==> src/inc/pin_select_defines.svh <==
// constants for the expansion bus pin selection block
// assumes: included by bare name from package and design files
`ifndef PIN_SELECT_DEFINES_SVH
`define PIN_SELECT_DEFINES_SVH

// register indexes on the plain register port
`define REG_ADDR_W 4
`define REG_MODULE_CONFIG 4'h0
`define REG_CONVERTER_CONFIG 4'h1
`define REG_STRAP_STATUS 4'h2

// module_config_reg, converter and status register fields
`define MODCFG_W 5
`define MODCFG_RST 5'h00
`define MODCFG_IO_EN_BIT 0
`define MODCFG_MEM_EN_BIT 1
`define MODCFG_WIDE_BIT 2
`define DIODE_SEL_BIT 0
`define STATUS_DEVMODE_BIT 6
`define STATUS_DONE_BIT 7

// strap layout on the low port H pins
`define STRAP_W 6
`define STRAP_RST 6'h00
`define STRAP_ENV_LSB 0
`define STRAP_ENV_MSB 1
`define DEVMODE_ENV_CODE 2'h3
`define STRAP_SETTLE_CYC 2'h2

// pad vector layout: H, I, J, K, L0-4, M
`define PAD_COUNT 45
`define PAD_H 0
`define PAD_I 8
`define PAD_J 16
`define PAD_K 24
`define PAD_L 32
`define PAD_L_WR_HIGH 36
`define PAD_M 37

`endif

==> src/inc/pin_select_pkg.sv <==
// types for the expansion bus pin selection block
// assumes: pin_select_defines.svh sits on the include path
`default_nettype none
`include "pin_select_defines.svh"

package pin_select_pkg;

  // strap capture sequence after reset release
  typedef enum logic [1:0] {ST_SETTLE, ST_CAPTURE, ST_RUN} strap_state_t;

  // whole state of the selection block
  typedef struct packed {
    strap_state_t st;
    logic [1:0] settle_cnt;
    logic [`MODCFG_W-1:0] modcfg;
    logic diode_sel;
    logic [`STRAP_W-1:0] straps;
    logic [7:0] rdata;
    logic sec_reset;
  } sel_state_t;

endpackage

`default_nettype wire

==> src/verilog/expansion_bus_pin_select.sv <==
// pin function selection for the expansion bus port group and analog pair
// assumes: gpio data/direction and bus signals come from core logic on
// i_clk_sys; pads, strap levels and the secondary reset pin are asynchronous
//
// Chosen here: the register addresses and strobed register access.
`timescale 1ns/10ps
`default_nettype none
`include "pin_select_defines.svh"

// Overview of operation
// - low address, data, strobes on H, I, J
// - sample six low H straps at power-up
// - development mode drives J2-7 observability signals, large package
// - upper address on K, L0-3, large package
// - diode select swaps converter pins for diode
// - gate A20 stays plain port logic
// - secondary reset acts whatever pin function
// - only protection word enables secondary reset
// - reset clears configuration, pins become ports, H0-5 released until straps taken
module expansion_bus_pin_select (
  // clock and reset
  input wire logic i_clk_sys,
  input wire logic i_resetn,
  // register port
  input wire logic [`REG_ADDR_W-1:0] i_reg_addr,
  input wire logic [7:0] i_reg_wdata,
  input wire logic i_reg_wr,
  input wire logic i_reg_rd,
  output logic [7:0] o_reg_rdata,
  // package option, static bond level
  input wire logic i_large_package,
  // bus interface unit side
  input wire logic [19:0] i_bus_addr,
  input wire logic [15:0] i_bus_wdata,
  input wire logic i_bus_data_oe,
  input wire logic i_bus_rd,
  input wire logic i_bus_wr_low,
  input wire logic i_bus_wr_high,
  input wire logic i_bus_be_mode,
  input wire logic i_addr13_byte_enable_low,
  input wire logic i_addr14_byte_enable_high,
  input wire logic i_addr15_burst_read,
  output logic [15:0] o_bus_rdata,
  // development observability sources
  input wire logic [2:0] i_bus_status,
  input wire logic i_pipe_status,
  input wire logic i_pipeline_indicator,
  input wire logic i_break_reset_out,
  // general-purpose port logic
  input wire logic [`PAD_COUNT-1:0] i_gpio_out,
  input wire logic [`PAD_COUNT-1:0] i_gpio_oe,
  output logic [`PAD_COUNT-1:0] o_gpio_in,
  // pads
  input wire logic [`PAD_COUNT-1:0] i_pad_in,
  output logic [`PAD_COUNT-1:0] o_pad_out,
  output logic [`PAD_COUNT-1:0] o_pad_oe,
  // gate a20 port pin
  input wire logic i_gate_a_twenty_data,
  input wire logic i_gate_a_twenty_dir,
  output logic o_gate_a_twenty_out,
  output logic o_gate_a_twenty_oe,
  // secondary reset
  input wire logic i_secondary_reset_input_n,
  input wire logic i_prot_word_sec_reset_en,
  output logic o_secondary_reset,
  // captured straps and environment
  output logic [`STRAP_W-1:0] o_straps,
  output logic o_development_environment,
  // analog pin pair switches
  output logic o_adc_ch8_sel,
  output logic o_adc_ch9_sel,
  output logic o_diode_negative_sel,
  output logic o_diode_positive_sel
);

  pin_select_pkg::sel_state_t q_ff, nxt_q;

  logic [`PAD_COUNT-1:0] pad_sync;
  logic sec_reset_sync;
  logic strap_done;
  logic development_environment;
  logic expansion_io_enable;
  logic expansion_memory_enable;
  logic wide_expansion_memory;
  logic sel_low;
  logic sel_obs;
  logic sel_high_addr;
  logic sel_wide;
  logic strap_phase;
  logic [`PAD_COUNT-1:0] alt_sel;
  logic [`PAD_COUNT-1:0] alt_out;
  logic [`PAD_COUNT-1:0] alt_oe;

  // pad levels cross in before anything reads them
  pin_sync #(.W(`PAD_COUNT)) u_pad_sync (
    .i_clk_sys(i_clk_sys),
    .i_resetn(i_resetn),
    .i_async(i_pad_in),
    .o_sync(pad_sync)
  );

  pin_sync #(.W(1)) u_sec_reset_sync (
    .i_clk_sys(i_clk_sys),
    .i_resetn(i_resetn),
    .i_async(i_secondary_reset_input_n),
    .o_sync(sec_reset_sync)
  );

  // environment and enables; development mode only once straps are known
  assign strap_done = (q_ff.st == pin_select_pkg::ST_RUN);
  assign development_environment = strap_done &&
    (q_ff.straps[`STRAP_ENV_MSB:`STRAP_ENV_LSB] == `DEVMODE_ENV_CODE);
  assign expansion_io_enable = q_ff.modcfg[`MODCFG_IO_EN_BIT];
  assign expansion_memory_enable = q_ff.modcfg[`MODCFG_MEM_EN_BIT];
  assign wide_expansion_memory = q_ff.modcfg[`MODCFG_WIDE_BIT];
  assign strap_phase = !strap_done;

  assign sel_low = development_environment || expansion_io_enable || expansion_memory_enable;
  assign sel_obs = development_environment && i_large_package;
  assign sel_high_addr = (development_environment || expansion_memory_enable) && i_large_package;
  assign sel_wide = (development_environment ||
    (expansion_memory_enable && wide_expansion_memory)) && i_large_package;

  // per-pin alternate select, sharing pins between groups by position
  always_comb begin
    alt_sel = '0;
    alt_sel[`PAD_J-1:`PAD_H] = {16{sel_low}};
    alt_sel[`PAD_J+1:`PAD_J] = {2{sel_low}};
    alt_sel[`PAD_K-1:`PAD_J+2] = {6{sel_obs}};
    alt_sel[`PAD_L_WR_HIGH-1:`PAD_K] = {12{sel_high_addr}};
    alt_sel[`PAD_COUNT-1:`PAD_L_WR_HIGH] = {9{sel_wide}};
    alt_sel[`STRAP_W-1:0] = alt_sel[`STRAP_W-1:0] | {`STRAP_W{strap_phase}};
  end

  // alternate drive values; strobes are active low on the pins
  always_comb begin
    alt_out = '0;
    alt_oe = '0;
    // address, data, read, low write and observability
    alt_out[`PAD_I-1:`PAD_H] = i_bus_addr[7:0];
    alt_oe[`PAD_I-1:`PAD_H] = {8{strap_done}};
    alt_out[`PAD_J-1:`PAD_I] = i_bus_wdata[7:0];
    alt_oe[`PAD_J-1:`PAD_I] = {8{i_bus_data_oe}};
    alt_out[`PAD_J] = !i_bus_rd;
    alt_out[`PAD_J+1] = !i_bus_wr_low;
    alt_oe[`PAD_J+1:`PAD_J] = 2'h3;
    alt_out[`PAD_K-1:`PAD_J+2] = {i_break_reset_out, i_pipeline_indicator,
      i_pipe_status, i_bus_status};
    alt_oe[`PAD_K-1:`PAD_J+2] = 6'h3f;
    // upper address with byte enable reuse
    alt_out[`PAD_K+4:`PAD_K] = i_bus_addr[12:8];
    alt_out[`PAD_K+5] = i_bus_be_mode ? i_addr13_byte_enable_low : i_bus_addr[13];
    alt_out[`PAD_K+6] = i_bus_be_mode ? i_addr14_byte_enable_high : i_bus_addr[14];
    alt_out[`PAD_K+7] = i_bus_be_mode ? i_addr15_burst_read : i_bus_addr[15];
    alt_out[`PAD_L_WR_HIGH-1:`PAD_L] = i_bus_addr[19:16];
    alt_oe[`PAD_L_WR_HIGH-1:`PAD_K] = 12'hfff;
    // high write strobe and upper data
    alt_out[`PAD_L_WR_HIGH] = !i_bus_wr_high;
    alt_oe[`PAD_L_WR_HIGH] = 1'h1;
    alt_out[`PAD_COUNT-1:`PAD_M] = i_bus_wdata[15:8];
    alt_oe[`PAD_COUNT-1:`PAD_M] = {8{i_bus_data_oe}};
  end

  port_pad_mux #(.W(`PAD_COUNT)) u_pad_mux (
    .i_alt_sel(alt_sel),
    .i_alt_out(alt_out),
    .i_alt_oe(alt_oe),
    .i_gpio_out(i_gpio_out),
    .i_gpio_oe(i_gpio_oe),
    .o_pad_out(o_pad_out),
    .o_pad_oe(o_pad_oe)
  );

  // the port always sees its pins, alternate or not
  assign o_gpio_in = pad_sync;
  // read data lands from the synchronised pads, two cycles behind the pins
  assign o_bus_rdata = {pad_sync[`PAD_COUNT-1:`PAD_M], pad_sync[`PAD_J-1:`PAD_I]};

  // gate a20 is just port data and direction
  assign o_gate_a_twenty_out = i_gate_a_twenty_data;
  assign o_gate_a_twenty_oe = i_gate_a_twenty_dir;

  // strap sequence, register file and secondary reset
  always_comb begin
    nxt_q = q_ff;
    nxt_q.rdata = 8'h00;
    case (q_ff.st)
      pin_select_pkg::ST_SETTLE: begin
        // wait until the synchroniser holds post-reset pad levels
        if (q_ff.settle_cnt == `STRAP_SETTLE_CYC) begin
          nxt_q.st = pin_select_pkg::ST_CAPTURE;
        end else begin
          nxt_q.settle_cnt = q_ff.settle_cnt + 2'h1;
        end
      end
      pin_select_pkg::ST_CAPTURE: begin
        nxt_q.straps = pad_sync[`STRAP_W-1:0];
        nxt_q.st = pin_select_pkg::ST_RUN;
      end
      pin_select_pkg::ST_RUN: begin
        nxt_q.st = pin_select_pkg::ST_RUN;
      end
      default: begin
        nxt_q.st = pin_select_pkg::ST_RUN;
      end
    endcase
    // reserved bits are dropped on write and read back as zero
    if (i_reg_wr) begin
      case (i_reg_addr)
        `REG_MODULE_CONFIG: nxt_q.modcfg = i_reg_wdata[`MODCFG_W-1:0];
        `REG_CONVERTER_CONFIG: nxt_q.diode_sel = i_reg_wdata[`DIODE_SEL_BIT];
        default: nxt_q.modcfg = q_ff.modcfg;
      endcase
    end
    if (i_reg_rd) begin
      case (i_reg_addr)
        `REG_MODULE_CONFIG: nxt_q.rdata[`MODCFG_W-1:0] = q_ff.modcfg;
        `REG_CONVERTER_CONFIG: nxt_q.rdata[`DIODE_SEL_BIT] = q_ff.diode_sel;
        `REG_STRAP_STATUS: begin
          nxt_q.rdata[`STRAP_W-1:0] = q_ff.straps;
          nxt_q.rdata[`STATUS_DEVMODE_BIT] = development_environment;
          nxt_q.rdata[`STATUS_DONE_BIT] = strap_done;
        end
        default: nxt_q.rdata = 8'h00;
      endcase
    end
    // protection word only; synchroniser clears low, so wait it out
    nxt_q.sec_reset = i_prot_word_sec_reset_en && !sec_reset_sync && strap_done;
  end

  always_ff @(posedge i_clk_sys or negedge i_resetn) begin
    if (!i_resetn) begin
      q_ff.st <= pin_select_pkg::ST_SETTLE;
      q_ff.settle_cnt <= 2'h0;
      q_ff.modcfg <= `MODCFG_RST;
      q_ff.diode_sel <= 1'h0;
      q_ff.straps <= `STRAP_RST;
      q_ff.rdata <= 8'h00;
      q_ff.sec_reset <= 1'h0;
    end else begin
      q_ff <= nxt_q;
    end
  end

  // outputs straight from state
  assign o_reg_rdata = q_ff.rdata;
  assign o_secondary_reset = q_ff.sec_reset;
  assign o_straps = q_ff.straps;
  assign o_development_environment = development_environment;
  // analog pair switches, break before make is left to the pad cell
  assign o_adc_ch8_sel = !q_ff.diode_sel;
  assign o_adc_ch9_sel = !q_ff.diode_sel;
  assign o_diode_negative_sel = q_ff.diode_sel;
  assign o_diode_positive_sel = q_ff.diode_sel;

  // checks on pin ownership and register effects
  property p_low_bus;
    @(posedge i_clk_sys) disable iff (!i_resetn)
    (strap_done && sel_low) |-> (o_pad_out[`PAD_J] == !i_bus_rd) && o_pad_oe[`PAD_J + 1]
      && (o_pad_out[`PAD_H] == i_bus_addr[0]);
  endproperty
  a_low_bus: assert property (p_low_bus) else $error("low bus pins not routed");

  property p_strap;
    @(posedge i_clk_sys) disable iff (!i_resetn)
    (q_ff.st == pin_select_pkg::ST_CAPTURE) |=> (o_straps == $past(pad_sync[`STRAP_W-1:0]))
      ##1 (o_straps == $past(o_straps));
  endproperty
  a_strap: assert property (p_strap) else $error("strap capture wrong");

  property p_obs;
    @(posedge i_clk_sys) disable iff (!i_resetn)
    !development_environment |-> (o_pad_oe[`PAD_K-1:`PAD_J+2] == i_gpio_oe[`PAD_K-1:`PAD_J+2]);
  endproperty
  a_obs: assert property (p_obs) else $error("observability pins not left to port");

  property p_high_addr;
    @(posedge i_clk_sys) disable iff (!i_resetn)
    (expansion_memory_enable && i_large_package && !i_bus_be_mode) |->
      (o_pad_out[`PAD_K+7:`PAD_K] == i_bus_addr[15:8]) && o_pad_oe[`PAD_L];
  endproperty
  a_high_addr: assert property (p_high_addr) else $error("upper address not routed");

  property p_wide;
    @(posedge i_clk_sys) disable iff (!i_resetn)
    (!development_environment && !wide_expansion_memory) |->
      (o_pad_out[`PAD_COUNT-1:`PAD_L_WR_HIGH] == i_gpio_out[`PAD_COUNT-1:`PAD_L_WR_HIGH]);
  endproperty
  a_wide: assert property (p_wide) else $error("wide pins taken while narrow");

  property p_diode;
    @(posedge i_clk_sys) disable iff (!i_resetn)
    (i_reg_wr && (i_reg_addr == `REG_CONVERTER_CONFIG)) |=>
      (o_diode_positive_sel == $past(i_reg_wdata[`DIODE_SEL_BIT]))
      && (o_adc_ch8_sel != o_diode_negative_sel);
  endproperty
  a_diode: assert property (p_diode) else $error("diode select not applied");

  property p_sec_rst;
    @(posedge i_clk_sys) disable iff (!i_resetn)
    !i_prot_word_sec_reset_en |=> !o_secondary_reset;
  endproperty
  a_sec_rst: assert property (p_sec_rst) else $error("secondary reset without enable");

  property p_cleared;
    @(posedge i_clk_sys) disable iff (!i_resetn)
    (q_ff.st == pin_select_pkg::ST_SETTLE && q_ff.settle_cnt == 2'h0) |->
      (q_ff.modcfg == `MODCFG_RST) && !q_ff.diode_sel && !development_environment;
  endproperty
  a_cleared: assert property (p_cleared) else $error("configuration not cleared");

  property p_gpio;
    @(posedge i_clk_sys) disable iff (!i_resetn)
    (strap_done && !sel_low && !sel_high_addr && !sel_wide && !sel_obs) |->
      (o_pad_out == i_gpio_out) && (o_pad_oe == i_gpio_oe);
  endproperty
  a_gpio: assert property (p_gpio) else $error("port lost its pin");

endmodule

`default_nettype wire

==> src/verilog/pin_sync.sv <==
// two flip-flop synchroniser for pad levels
// assumes: inputs are asynchronous levels, no pulses shorter than a clock
`timescale 1ns/10ps
`default_nettype none

module pin_sync #(
  parameter int W = 1
) (
  // clock and reset
  input wire logic i_clk_sys,
  input wire logic i_resetn,
  // levels
  input wire logic [W-1:0] i_async,
  output logic [W-1:0] o_sync
);

  typedef struct packed {
    logic [W-1:0] meta;
    logic [W-1:0] stable;
  } sync_state_t;

  sync_state_t q_ff, nxt_q;

  // meta stage feeds only the stable stage
  always_comb begin
    nxt_q = q_ff;
    nxt_q.meta = i_async;
    nxt_q.stable = q_ff.meta;
  end

  always_ff @(posedge i_clk_sys or negedge i_resetn) begin
    if (!i_resetn) begin
      q_ff <= '0;
    end else begin
      q_ff <= nxt_q;
    end
  end

  assign o_sync = q_ff.stable;

endmodule

`default_nettype wire

==> src/verilog/port_pad_mux.sv <==
// per-pin choice between alternate function and general-purpose port
// assumes: select, data and enables all come from the system clock domain
`timescale 1ns/10ps
`default_nettype none

module port_pad_mux #(
  parameter int W = 8
) (
  // selection
  input wire logic [W-1:0] i_alt_sel,
  // alternate function drive
  input wire logic [W-1:0] i_alt_out,
  input wire logic [W-1:0] i_alt_oe,
  // general-purpose port drive
  input wire logic [W-1:0] i_gpio_out,
  input wire logic [W-1:0] i_gpio_oe,
  // pad drive
  output logic [W-1:0] o_pad_out,
  output logic [W-1:0] o_pad_oe
);

  // one mux per pin; the port keeps the pin whenever no alternate is chosen
  for (genvar g = 0; g < W; g++) begin : g_pin
    assign o_pad_out[g] = i_alt_sel[g] ? i_alt_out[g] : i_gpio_out[g];
    assign o_pad_oe[g] = i_alt_sel[g] ? i_alt_oe[g] : i_gpio_oe[g];
  end

endmodule

`default_nettype wire

==> config.mk <==
export PLATFORM = sky130hd
export DESIGN_NAME = expansion_bus_pin_select
export DESIGN_NICKNAME = d
export VERILOG_FILES = /design/src/inc/pin_select_pkg.sv /design/src/verilog/expansion_bus_pin_select.sv /design/src/verilog/pin_sync.sv /design/src/verilog/port_pad_mux.sv
export VERILOG_INCLUDE_DIRS = /design/src /design/src/inc
export SDC_FILE = /design/constraint.sdc
export NUM_CORES = 1
export LEC_CHECK = 0
export ABC_CLOCK_PERIOD_IN_PS = 3500
export BUFFER_PORTS_ARGS = -buffer_cell sky130_fd_sc_hd__buf_2
export CORE_MARGIN = 10
export CORE_UTILIZATION = 25
export DETAILED_ROUTE_END_ITERATION = 6
export SYNTH_ARGS = -nofsm -noshare
export SYNTH_HDL_FRONTEND = slang
export SYNTH_SLANG_ARGS = --single-unit
==> constraint.sdc <==
create_clock -name i_clk_sys -period 3.5 [get_ports i_clk_sys]
set_input_delay 0.525 -clock i_clk_sys [delete_from_list [all_inputs] [get_ports i_clk_sys]]
set_output_delay 0.525 -clock i_clk_sys [all_outputs]
set_load 0.005 [all_outputs]
## Word-level counts from Yosys, hierarchy flattened

Index checks and enable logic that the tools add are counted.

- Add/sub/neg operators: 1
- Equality and inequality tests: 7
- Muxes and demuxes: 99
- Bitwise logic cells: 2
- Reductions and logical operators: 22

Operators with widths:

| kind | count |
|---|---|
| two-way mux 1 bit | 93 |
| two-way mux 8 bit | 1 |
| case mux 4 bit (2 select lines) | 1 |
| logical AND 1 bit | 7 |
| == test 2 bit, second input constant | 3 |
| zero test 1 bit | 6 |
| OR 6 bit | 1 |
| AND reduction 2 bit | 3 |
| == test 4 x 1 -> 1 bit, second input constant | 1 |
| == test 4 x 2 -> 1 bit, second input constant | 1 |
| zero test 4 bit | 1 |
| logical OR 1 bit | 4 |
| two-way mux 2 bit | 2 |
| two-way mux 3 bit | 1 |
| case mux 1 bit (3 select lines) | 1 |
| adder 2 x 1 -> 2 bit, second input constant | 1 |
| == test 2 x 1 -> 1 bit, second input constant | 1 |
| zero test 2 bit | 1 |
| != test 2 bit, second input constant | 1 |
| NOT 1 bit | 1 |

- Register bits: 117
- Bits of input ports: 206
- Logic and storage cells: 142

## Depth between registers and ports, before layout

Gate-level depths: netlist of the first run.

- Word-level depth: 6
- Gate-level depth with buffers: 5
- Depth with buffers taken out: 5

## By module

A second synthesis of the first run with hierarchy kept.

- Cell total of the unflattened synthesis: 304
- Area total of the unflattened synthesis: 4,792.1 sq um

By module, submodules not included:

| module | times used | cells an instance | area an instance (sq um) | sequential area each (sq um) |
|---|---|---|---|---|
| pin_sync at u_pad_sync | 1 | 90 | 2,252.2 | 2,252.2 |
| expansion_bus_pin_select | 1 | 122 | 1,363.8 | 625.6 |
| port_pad_mux | 1 | 90 | 1,126.1 | 0.0 |
| pin_sync at u_sec_reset_sync | 1 | 2 | 50.0 | 50.0 |

## Least setup slack after synthesis of the first run

OpenSTA, ideal clock, no wires.

- Kind: register to output
- Start: reg q_ff (netlist bit o_straps[0])
- End: out o_pad_out[10]
- Arrival: 1.363 ns
- Data required time: 2.975 ns
- Path slack: 1.612 ns
- Stages on the path, launching flop included: 6
- Buffers on the path: 1
- Path through: dfrtp_1 nand4b_4 inv_6 nor3_4 buf_6 mux2_4

- Cells in the longest elaborated chain, start to end: 5

RTL lines:

| item | line | text |
|---|---|---|
| from (decl) | expansion_bus_pin_select.sv:76 | `pin_select_pkg::sel_state_t q_ff, nxt_q;` |
| from (signal assigned) | expansion_bus_pin_select.sv:241 | `q_ff <= nxt_q;` |
| == test 2 bit (no source line) | -- |  |
| logical AND 1 bit | expansion_bus_pin_select.sv:111 | `assign development_environment = strap_done &&` |
| net o_development_environment | expansion_bus_pin_select.sv:68 | `output logic o_development_environment,` |
| logical OR 1 bit (2 in a row) | expansion_bus_pin_select.sv:118 | `assign sel_low = development_environment \|\| expansion_io_enable \|\| expansion_memory_enable;` |
| two-way mux 1 bit | port_pad_mux.sv:24 | `assign o_pad_out[g] = i_alt_sel[g] ? i_alt_out[g] : i_gpio_out[g];` |
| to (decl) | expansion_bus_pin_select.sv:55 | `` output logic [`PAD_COUNT-1:0] o_pad_out, `` |

The timed path passes the listed nets, and every way through them passes these cells.

## Worst setup path in the final report of the first run

- Start: reg q_ff (netlist bit o_straps[0])
- End: out o_pad_out[32]

- Cells in the longest elaborated chain, start to end: 5

RTL lines:

| item | line | text |
|---|---|---|
| == test 2 bit (no source line) | -- |  |
| logical AND 1 bit | expansion_bus_pin_select.sv:111 |  |
| logical OR 1 bit | expansion_bus_pin_select.sv:120 | `assign sel_high_addr = (development_environment \|\| expansion_memory_enable) && i_large_package;` |
| logical AND 1 bit | expansion_bus_pin_select.sv:120 |  |
| two-way mux 1 bit | port_pad_mux.sv:24 |  |

Every way passes these cells.

==> impl_results.md, run 1 <==
* Global Route Usage Sum at 14.09%
* Outcome: completed
* CP endpoint kind: primary output
* DIE HEIGHT at 156.5 um
* Relative slew slack at 38.56%
* R2r endpoint: o_straps[2]
* CP arrival at 2350 ps
* CTS sink cnt at 117
* Critical Path Fanout Max at 24
* Max-Cap Viols at 0
* Leakage power at 3.871 nW
* Initial antenna violation count at 4
* Crit share post-route at 82.05%
* Area growth from synthesis to layout at 54.06%
* Vias in the first global route at 3,923
* Post-route ant nets at 0
* Nets at 874
* Ys Warns at 0
* GRT Residual Overflow at 0
* Top cell type's share of synthesized area at 62.87%
* # rows at 49
* Core ar. at 18,150 um2
* Synthesized Nets at 525
* Critical R2R Launch: q_ff[24]
* EDFF count, synth at 0
* DR WL/cell at 20.12 um
* CP Launch Type: register
* Top cells by count, synth: 117 x dfrtp_1, 43 x mux2_2, 35 x buf_4
* First-pass GRT wire length at 25,710 um
* Root Buffer: clkbuf_16
* Port Buffer Count at 371
* Layout Skew at 12.49 ps
* CP Launch Point: o_straps[0]
* Setup bufs post-CTS at 0
* Router iterations before antenna repair at 4
* Initial DRC Count at 188
* Register bit total from synthesis at 117
* CP endpoint: o_pad_out[32]
* CTS resizes at 0
* Seq/Total Area, Yosys at 62.87%
* Hold Fails Final Rpt at 0
* Maximum vdd drop at 0.4093 mV
* Post-DP HPWL at 15,570 um
* Number of remaining DRC errors at 0
* # H-tree levels at 4
* Die area at 24,490 um2
* Share of cells above drive strength 1 at 69.26%
* Max-slew violations at 0
* Worst reg2reg path depth at 2
* FFs w/ async S/R, synth at 100.0%
* Largest cells by area after synthesis: dfrtp_1 63%, mux2_2 10%, buf_4 5.6%
* Largest net degree at the start of global routing at 61
* Fin worst setup slack at 628.3 ps
* Clock input transition at the sequential cells of the worst setup and hold paths at 50 ps
* Fill count at 1,768
* Cell taking the most area after synthesis: dfrtp_1
* Tmin final at 2872 ps
* Final GP Congestion at 0.8829
* Yosys cell types at 38
* TritonCTS Buffers at 17
* Cells after synthesis at 318
* Final instance area at 7174 um2
* Area post-placement at 6510 um2
* DR vias at 3,688
* Die W at 156.5 um
* Top FF cell, synth: dfrtp_1
* Slew @ Worst Pin at 908.9 ps
* Max Fclk at 348.2 MHz
* Post-CTS Hold Fix Bufs at 0
* CP Class: reg -> out
* Worst endpoint required time at 2970 ps
* Endpoints failing setup at 0
* Routed WL at 18,330 um
* CTS max path bufs at 2
* Fin Setup TNS at 0 ps
* Hold slack at 159.4 ps
* Power, Total at 4.052 mW
* Power density cells at 564.8 nW/um2
* Starting Density at 25.66%
* Post-Syn Area at 4657 um2
* RSZ-0062 raised after global routing: no
* Most common cell in the netlist: dfrtp_1
* CTS tree: built
* Clk_lat worst skew at 410 ps
* Type of the worst min-delay path: in -> async
* I/O pin count at 379
* Vias per Instance at 4.048
* Dpl ws at 1012 ps
* Avg Synthesized Cell Area at 14.64 um2
* Flop2flop setup slack at 2000 ps
-- flip-flops by register name (all words and copies together), names as in the netlist, 6 cells and up --
register	cells
o_reg_rdata	8
o_straps	6
q_ff	7
u_pad_sync.nxt_q	45
u_pad_sync.o_sync	45
-- report_power, final --
| part | leakage (nW) | internal, mW | switching, mW |
|---|---|---|---|
| Sequential | 1.38 | 1.43 | 0.0472 |
| Clock | 0.321 | 1.29 | 0.622 |
| Combinational | 2.17 | 0.352 | 0.314 |
| Total | 3.87 | 3.07 | 0.982 |
-- worst min-delay path by stage --
stage	endpoint	slack (ps)	cells past startpoint
CTS	u_pad_sync.o_sync[22]	180	1
detailed placement	u_pad_sync.o_sync[7]	330	0
global route	u_pad_sync.nxt_q[1]	200	1
floorplan	expansion_io_enable	230	0
finish	u_pad_sync.o_sync[22]	160	1
global placement	u_pad_sync.o_sync[37]	330	0
-- critical path, stage by stage, from the launching register on --
cell and delay (ps):
dfrtp_1 460, nand4b_4 210, inv_6 80, o21ai_4 600, mux2_2 420, buf_2 160
-- metrics by stage --
stage / cells / utilization, %
after detailed placement: 877 / 35.87
after global placement: 877 / 35.87
after CTS: 909 / 39.51
after floorplan: 318 / -
after global routing: 910 / 39.52
final: 911 / 39.53
-- routing by layer --
metal / part of all wire, % / track usage, % / vias up
met5: 0.22 / 0 / -
met2: 53 / 25.33 / 196
met1: 35 / 14.36 / 1723
li1: - / - / 1745
met4: 1.9 / 4.809 / 4
met3: 9.8 / 6.031 / 20
-- cells in the final DEF (no fill, tap or decap), drive strengths merged --
cell / n
clkinvlp: 1
o211a: 1
nor2b: 2
clkbuf: 18
ha: 1
nand3b: 2
buf: 373
and2: 1
a21o: 16
diode: 2
mux2: 57
a21oi: 1
nand2: 4
clkinv: 5
o21ai: 7
inv: 8
o21a: 6
mux2i: 6
a21boi: 1
xnor2: 1
nor3: 2
nand3: 5
nor2: 10
and3: 2
and4bb: 1
nor4b: 1
or2b: 1
bufinv: 5
nor3b: 1
nand4b: 2
or2: 1
dfrtp: 117
nand2b: 21
-- cell families after synthesis --
family | Yosys count | share of synthesized area, %
AO/OA/AOI/OAI | 32 | 5.266
XOR/XNOR | 1 | 0.1881
adder cells (fa/ha/maj) | 1 | 0.2686
buffers and inverters | 48 | 7.388
flip-flops | 117 | 62.87
multiplexers | 63 | 16.20
AND/OR/NAND/NOR | 56 | 7.819
-- area by class of cell --
cell class | instances | area (um2) | share of cell area [%]
antenna | 2 | 5.005 | 0.06976
sequential | 117 | 2928 | 40.81
inverter | 5 | 23.77 | 0.3314
timing repair buffer | 373 | 1887 | 26.30
clock inverter | 14 | 220.2 | 3.069
tap | 229 | 286.5 | 3.994
multi-input combinational | 153 | 1385 | 19.31
clock buffer | 18 | 439.2 | 6.121
Note: power is estimated with default switching activity, not from simulation.
==> inputs of run 2 (changes only) <==
--- a/config.mk
+++ b/config.mk
@@ -6,7 +6,7 @@
 export SDC_FILE = /design/constraint.sdc
 export NUM_CORES = 1
 export LEC_CHECK = 0
-export ABC_CLOCK_PERIOD_IN_PS = 3500
+export ABC_CLOCK_PERIOD_IN_PS = 2400
 export BUFFER_PORTS_ARGS = -buffer_cell sky130_fd_sc_hd__buf_2
 export CORE_MARGIN = 10
 export CORE_UTILIZATION = 25
==> constraint.sdc (replaced) <==
create_clock -name i_clk_sys -period 2.4 [get_ports i_clk_sys]
set_input_delay 0.36 -clock i_clk_sys [delete_from_list [all_inputs] [get_ports i_clk_sys]]
set_output_delay 0.36 -clock i_clk_sys [all_outputs]
set_load 0.005 [all_outputs]
==> impl_results.md, run 2 (synthesized netlist as in run 1, its figures left out) <==
* Outcome: completed
* CTS sink cnt at 117
* # rows at 49
* Die W at 156.5 um
* RSZ-0062 raised after global routing: no
* Max-slew violations at 0
* Max Fclk at 432.7 MHz
* Area growth from synthesis to layout at 55.94%
* Clock input transition at the sequential cells of the worst setup and hold paths at 50 ps
* Fin Setup TNS at 0 ps
* Final instance area at 7262 um2
* GRT Residual Overflow at 0
* Share of cells above drive strength 1 at 69.51%
* Placed cell count at 886
* Nets at 886
* Initial antenna violation count at 6
* Worst-path cell chain: and2_1 -> o21ai_4 -> buf_12 -> buf_4 -> mux2i_1 -> buf_2
* Type of the worst min-delay path: in -> reg
* Root Buffer: clkbuf_16
* Relative slew slack at 49.53%
* Final GP Congestion at 0.8828
* # H-tree levels at 4
* Post-route ant nets at 0
* I/O pin count at 379
* Fill count at 1,790
* Flop2flop setup slack at 930 ps
* Number of remaining DRC errors at 0
* DIE HEIGHT at 156.5 um
* Delay-heaviest family, CP: flip-flops
* Router iterations before antenna repair at 4
* Vias in the first global route at 4,001
* Worst Path Buf+Inv at 3
* Die area at 24,490 um2
* DR WL/cell at 19.93 um
* CTS tree: built
* First-pass GRT wire length at 25,840 um
* CP Launch Type: register
* Maximum vdd drop at 0.6700 mV
* Most frequent cells in the layout: 370 x buf_2, 116 x dfrtp_1, 43 x mux2_2, 21 x nand2b_1, 17 x clkbuf_16
* CTS max path bufs at 2
* Crit-path max cell delay at 480 ps
* Hold Fails Final Rpt at 0
* Area post-placement at 6578 um2
* Core ar. at 18,150 um2
* CP arrival at 1950 ps
* Slew @ Worst Pin at 746.5 ps
* Finished Layout Cells at 925
* Routed WL at 18,440 um
* Clk_lat worst skew at 410 ps
* Commonest non-fill, non-tap cell in the layout: buf_2
* DR vias at 3,783
* Port Buffer Count at 371
* Initial DRC Count at 120
* Largest net degree at the start of global routing at 58
* CP endpoint kind: primary output
* Max-Cap Viols at 0
* CP Class: reg -> out
* Hold slack at 49.90 ps
* Starting Density at 25.66%
* Layout Skew at 16.27 ps
* Critical Path Fanout Max at 10
* Vias per Instance at 4.090
* Worst endpoint required time at 2040 ps
* Post-DP HPWL at 15,730 um
* Power density cells at 796.8 nW/um2
* Endpoints failing setup at 0
* CP max-delay cell: dfrtp_2
* Global Route Usage Sum at 14.10%
* Leakage power at 3.906 nW
* Crit share post-route at 96.30%
* Tmin final at 2311 ps
* TritonCTS Buffers at 17
[run 2: timing repair]
action                                 CTS  global route
setup endpoints to repair               30            31
hold buffers                             1             0
setup buffers                            1             1
pin swaps                                1             0
cloned                                   0             0
resized for setup                        3             1
endpoints found under the hold margin   44             0
[run 2: layout make-up]
type	count	area, um2	area share [%]
Clock inverter	12	177.7	2.447
Tap cell	229	286.5	3.946
Inverter	5	23.77	0.3274
Multi-Input combinational cell	153	1385	19.07
Antenna cell	4	10.01	0.1378
Sequential cell	117	2929	40.33
Timing Repair Buffer	385	2003	27.58
Clock buffer	20	446.7	6.151
[run 2: per-stage QoR]
step	setup slack (ps)	utilization (%)	total power [mW]
final	88.79	40.02	5.787
after detailed placement	371.8	36.25	3.202
after global placement	407.6	36.25	3.192
after floorplan	677.1	-	2.643
after global routing	6.152	39.99	6.075
after CTS	16.92	39.90	5.898
[run 2: final timing paths]
path	from	depth (start not counted)	endpoint
hold reg to reg	u_pad_sync.nxt_q[32]	0	u_pad_sync.o_sync[32]
min in group asynchronous	i_resetn	2	u_pad_sync.nxt_q[39]
setup reg to reg	q_ff[24]	2	o_straps[0]
max in group asynchronous	i_resetn	3	o_straps[1]
hold / removal	i_pad_in[15]	1	u_pad_sync.nxt_q[15]
setup / recovery	expansion_memory_enable	6	o_pad_out[36]
[run 2: report_power, final]
| group | internal (mW) | switching [mW] |
|---|---|---|
| Sequential | 2.09 | 0.0625 |
| Clock | 1.76 | 0.856 |
| Combinational | 0.550 | 0.471 |
[run 2: layer usage]
layer	global-route usage, %	share of wire (%)
met1	14.09	34
met2	25.24	53
met3	6.743	11
met5	0	0.15
met4	4.674	1.7
[run 2: worst register-to-register path: cells and delay by family, from the launching register on]
kind | cells | cell delay (ps)
flip-flops | 1 | 440
multiplexers | 1 | 400
AND/OR/NAND/NOR | 1 | 500
==> inputs of run 3 (changes only) <==
--- a/config.mk
+++ b/config.mk
@@ -8,9 +8,12 @@
 export LEC_CHECK = 0
 export ABC_CLOCK_PERIOD_IN_PS = 2400
 export BUFFER_PORTS_ARGS = -buffer_cell sky130_fd_sc_hd__buf_2
+export CELL_PAD_IN_SITES_DETAIL_PLACEMENT = 0
+export CELL_PAD_IN_SITES_GLOBAL_PLACEMENT = 1
 export CORE_MARGIN = 10
 export CORE_UTILIZATION = 25
 export DETAILED_ROUTE_END_ITERATION = 6
+export PLACE_DENSITY_LB_ADDON = 0.1
 export SYNTH_ARGS = -nofsm -noshare
 export SYNTH_HDL_FRONTEND = slang
 export SYNTH_SLANG_ARGS = --single-unit
==> impl_results.md, run 3 (synthesized netlist as in run 1, its figures left out) <==
* Vias per Instance at 4.092
* Fill count at 1,807
* Reg area at 2928 um2
* # H-tree levels at 4
* Port Buffer Count at 371
* First-pass GRT wire length at 26,220 um
* Type of the worst min-delay path: in -> async
* Worst endpoint required time at 2040 ps
* CP max-delay cell: dfrtp_1
* Largest net degree at the start of global routing at 118
* CP Class: reg -> out
* Fin Setup TNS at 0 ps
* CP endpoint kind: primary output
* Maximum vdd drop at 0.6127 mV
* Root Buffer: clkbuf_16
* Post-route ant nets at 0
* DIE HEIGHT at 156.5 um
* # rows at 49
* Power density cells at 784.4 nW/um2
* Initial DRC Count at 162
* Endpoints failing setup at 0
* Worst-path cell chain: nand4b_4 -> inv_6 -> nor3_4 -> buf_12 -> mux2_2 -> buf_2
* TritonCTS Buffers at 17
* Global Route Usage Sum at 14.54%
* Clock input transition at the sequential cells of the worst setup and hold paths at 50 ps
* CP Launch Type: register
* Die W at 156.5 um
* Power, Total at 5.686 mW
* Flop2flop setup slack at 970 ps
* CTS sink cnt at 117
* Slew @ Worst Pin at 657.0 ps
* Crit-path max cell delay at 410 ps
* Nets at 887
* I/O pin count at 379
* Number of remaining DRC errors at 0
* Critical Path Fanout Max at 12
* Fin worst setup slack at 85.42 ps
* Dpl ws at 330.6 ps
* Commonest non-fill, non-tap cell in the layout: buf_2
* GRT Residual Overflow at 0
* Clk_lat worst skew at 410 ps
* Crit share post-route at 96.44%
* Tmin final at 2315 ps
* Max Fclk at 432.0 MHz
* Worst Path Buf+Inv at 3
* Initial antenna violation count at 2
* Outcome: completed
* Relative slew slack at 55.59%
* Starting Density at 25.66%
* Layout Skew at 7.995 ps
* Final GP Congestion at 0.8650
* RSZ-0062 raised after global routing: no
* DR vias at 3,769
* Hold slack at 38.18 ps
* DR WL/cell at 20.54 um
* CTS tree: built
* Hold Fails Final Rpt at 0
* Delay-heaviest family, CP: flip-flops
* Vias in the first global route at 4,025
* Share of cells above drive strength 1 at 69.32%
* Fin util at 39.95%
* CTS max path bufs at 2
* Area growth from synthesis to layout at 55.67%
* Router iterations before antenna repair at 4
* Post-DP HPWL at 16,000 um
* Leakage power at 3.919 nW
* CP arrival at 1950 ps
* Max-Cap Viols at 0
* Routed WL at 18,910 um
* Die area at 24,490 um2
* Multi-input combinational cell area at 1389 um2
* Most frequent cells in the layout: 370 x buf_2, 117 x dfrtp_1, 42 x mux2_2, 21 x nand2b_1, 18 x clkbuf_16
* Core ar. at 18,150 um2
* Max-slew violations at 0
## run 3: changes by cell type in the layout (fill, tap and decap cells not counted), sizes merged
cell / change
bufinv: -1
clkinvlp: -3
dlygate4sd3: -1
clkinv: +2
clkbuf: +2
diode: -3
inv: -1
buf: +1
## run 3: cell type report
type                    count  share of cell area [%]
inverters                   5                  0.3279
well taps                 229                   3.952
multi-input cells         153                   19.16
clock buffers              21                   6.213
clock inverters             9                   1.795
flip-flops and latches    117                   40.39
repair buffers            386                   28.13
diodes                      1                 0.03452
## run 3: final timing paths
kind                                            from               endpoint  depth (start not counted)
worst max-delay path                        q_ff[23]          o_pad_out[15]                          6
worst min-delay path                        i_resetn   u_pad_sync.nxt_q[30]                          2
worst max register to register              q_ff[24]            o_straps[1]                          2
worst min register to register  u_pad_sync.nxt_q[22]  u_pad_sync.o_sync[22]                          0
max in group asynchronous                   i_resetn    u_pad_sync.nxt_q[5]                          2
min in group i_clk_sys                   i_pad_in[6]    u_pad_sync.nxt_q[6]                          1
## run 3: layer usage
layer	track usage, %	vias up	routed length [um]
li1	-	1769	-
met1	13.17	1776	5897
met2	27.30	197	10480
met3	7.593	25	2169
met4	4.584	2	354
met5	0	-	13
## run 3: repair_timing
action	in CTS	in global routing
setup buffers	4	1
hold buffers	0	0
gates resized for setup	0	1
cloned	0	1
pin swaps	1	0
setup endpoints to repair	10	2
## run 3: stage by stage
step	cells	instance area, um2
3_5_place_dp	884	6588
3_3_place_gp	884	6588
4_1_cts	918	7211
5_1_grt	921	7249
2_1_floorplan	318	4657
6_report	921	7249
## run 3: power by group
group / switching (mW) / leakage (nW) / internal (mW) / total, mW
clock: 0.829 / 0.283 / 1.64 / 2.47
combinational: 0.492 / 2.25 / 0.585 / 1.08
sequential: 0.0545 / 1.38 / 2.09 / 2.14
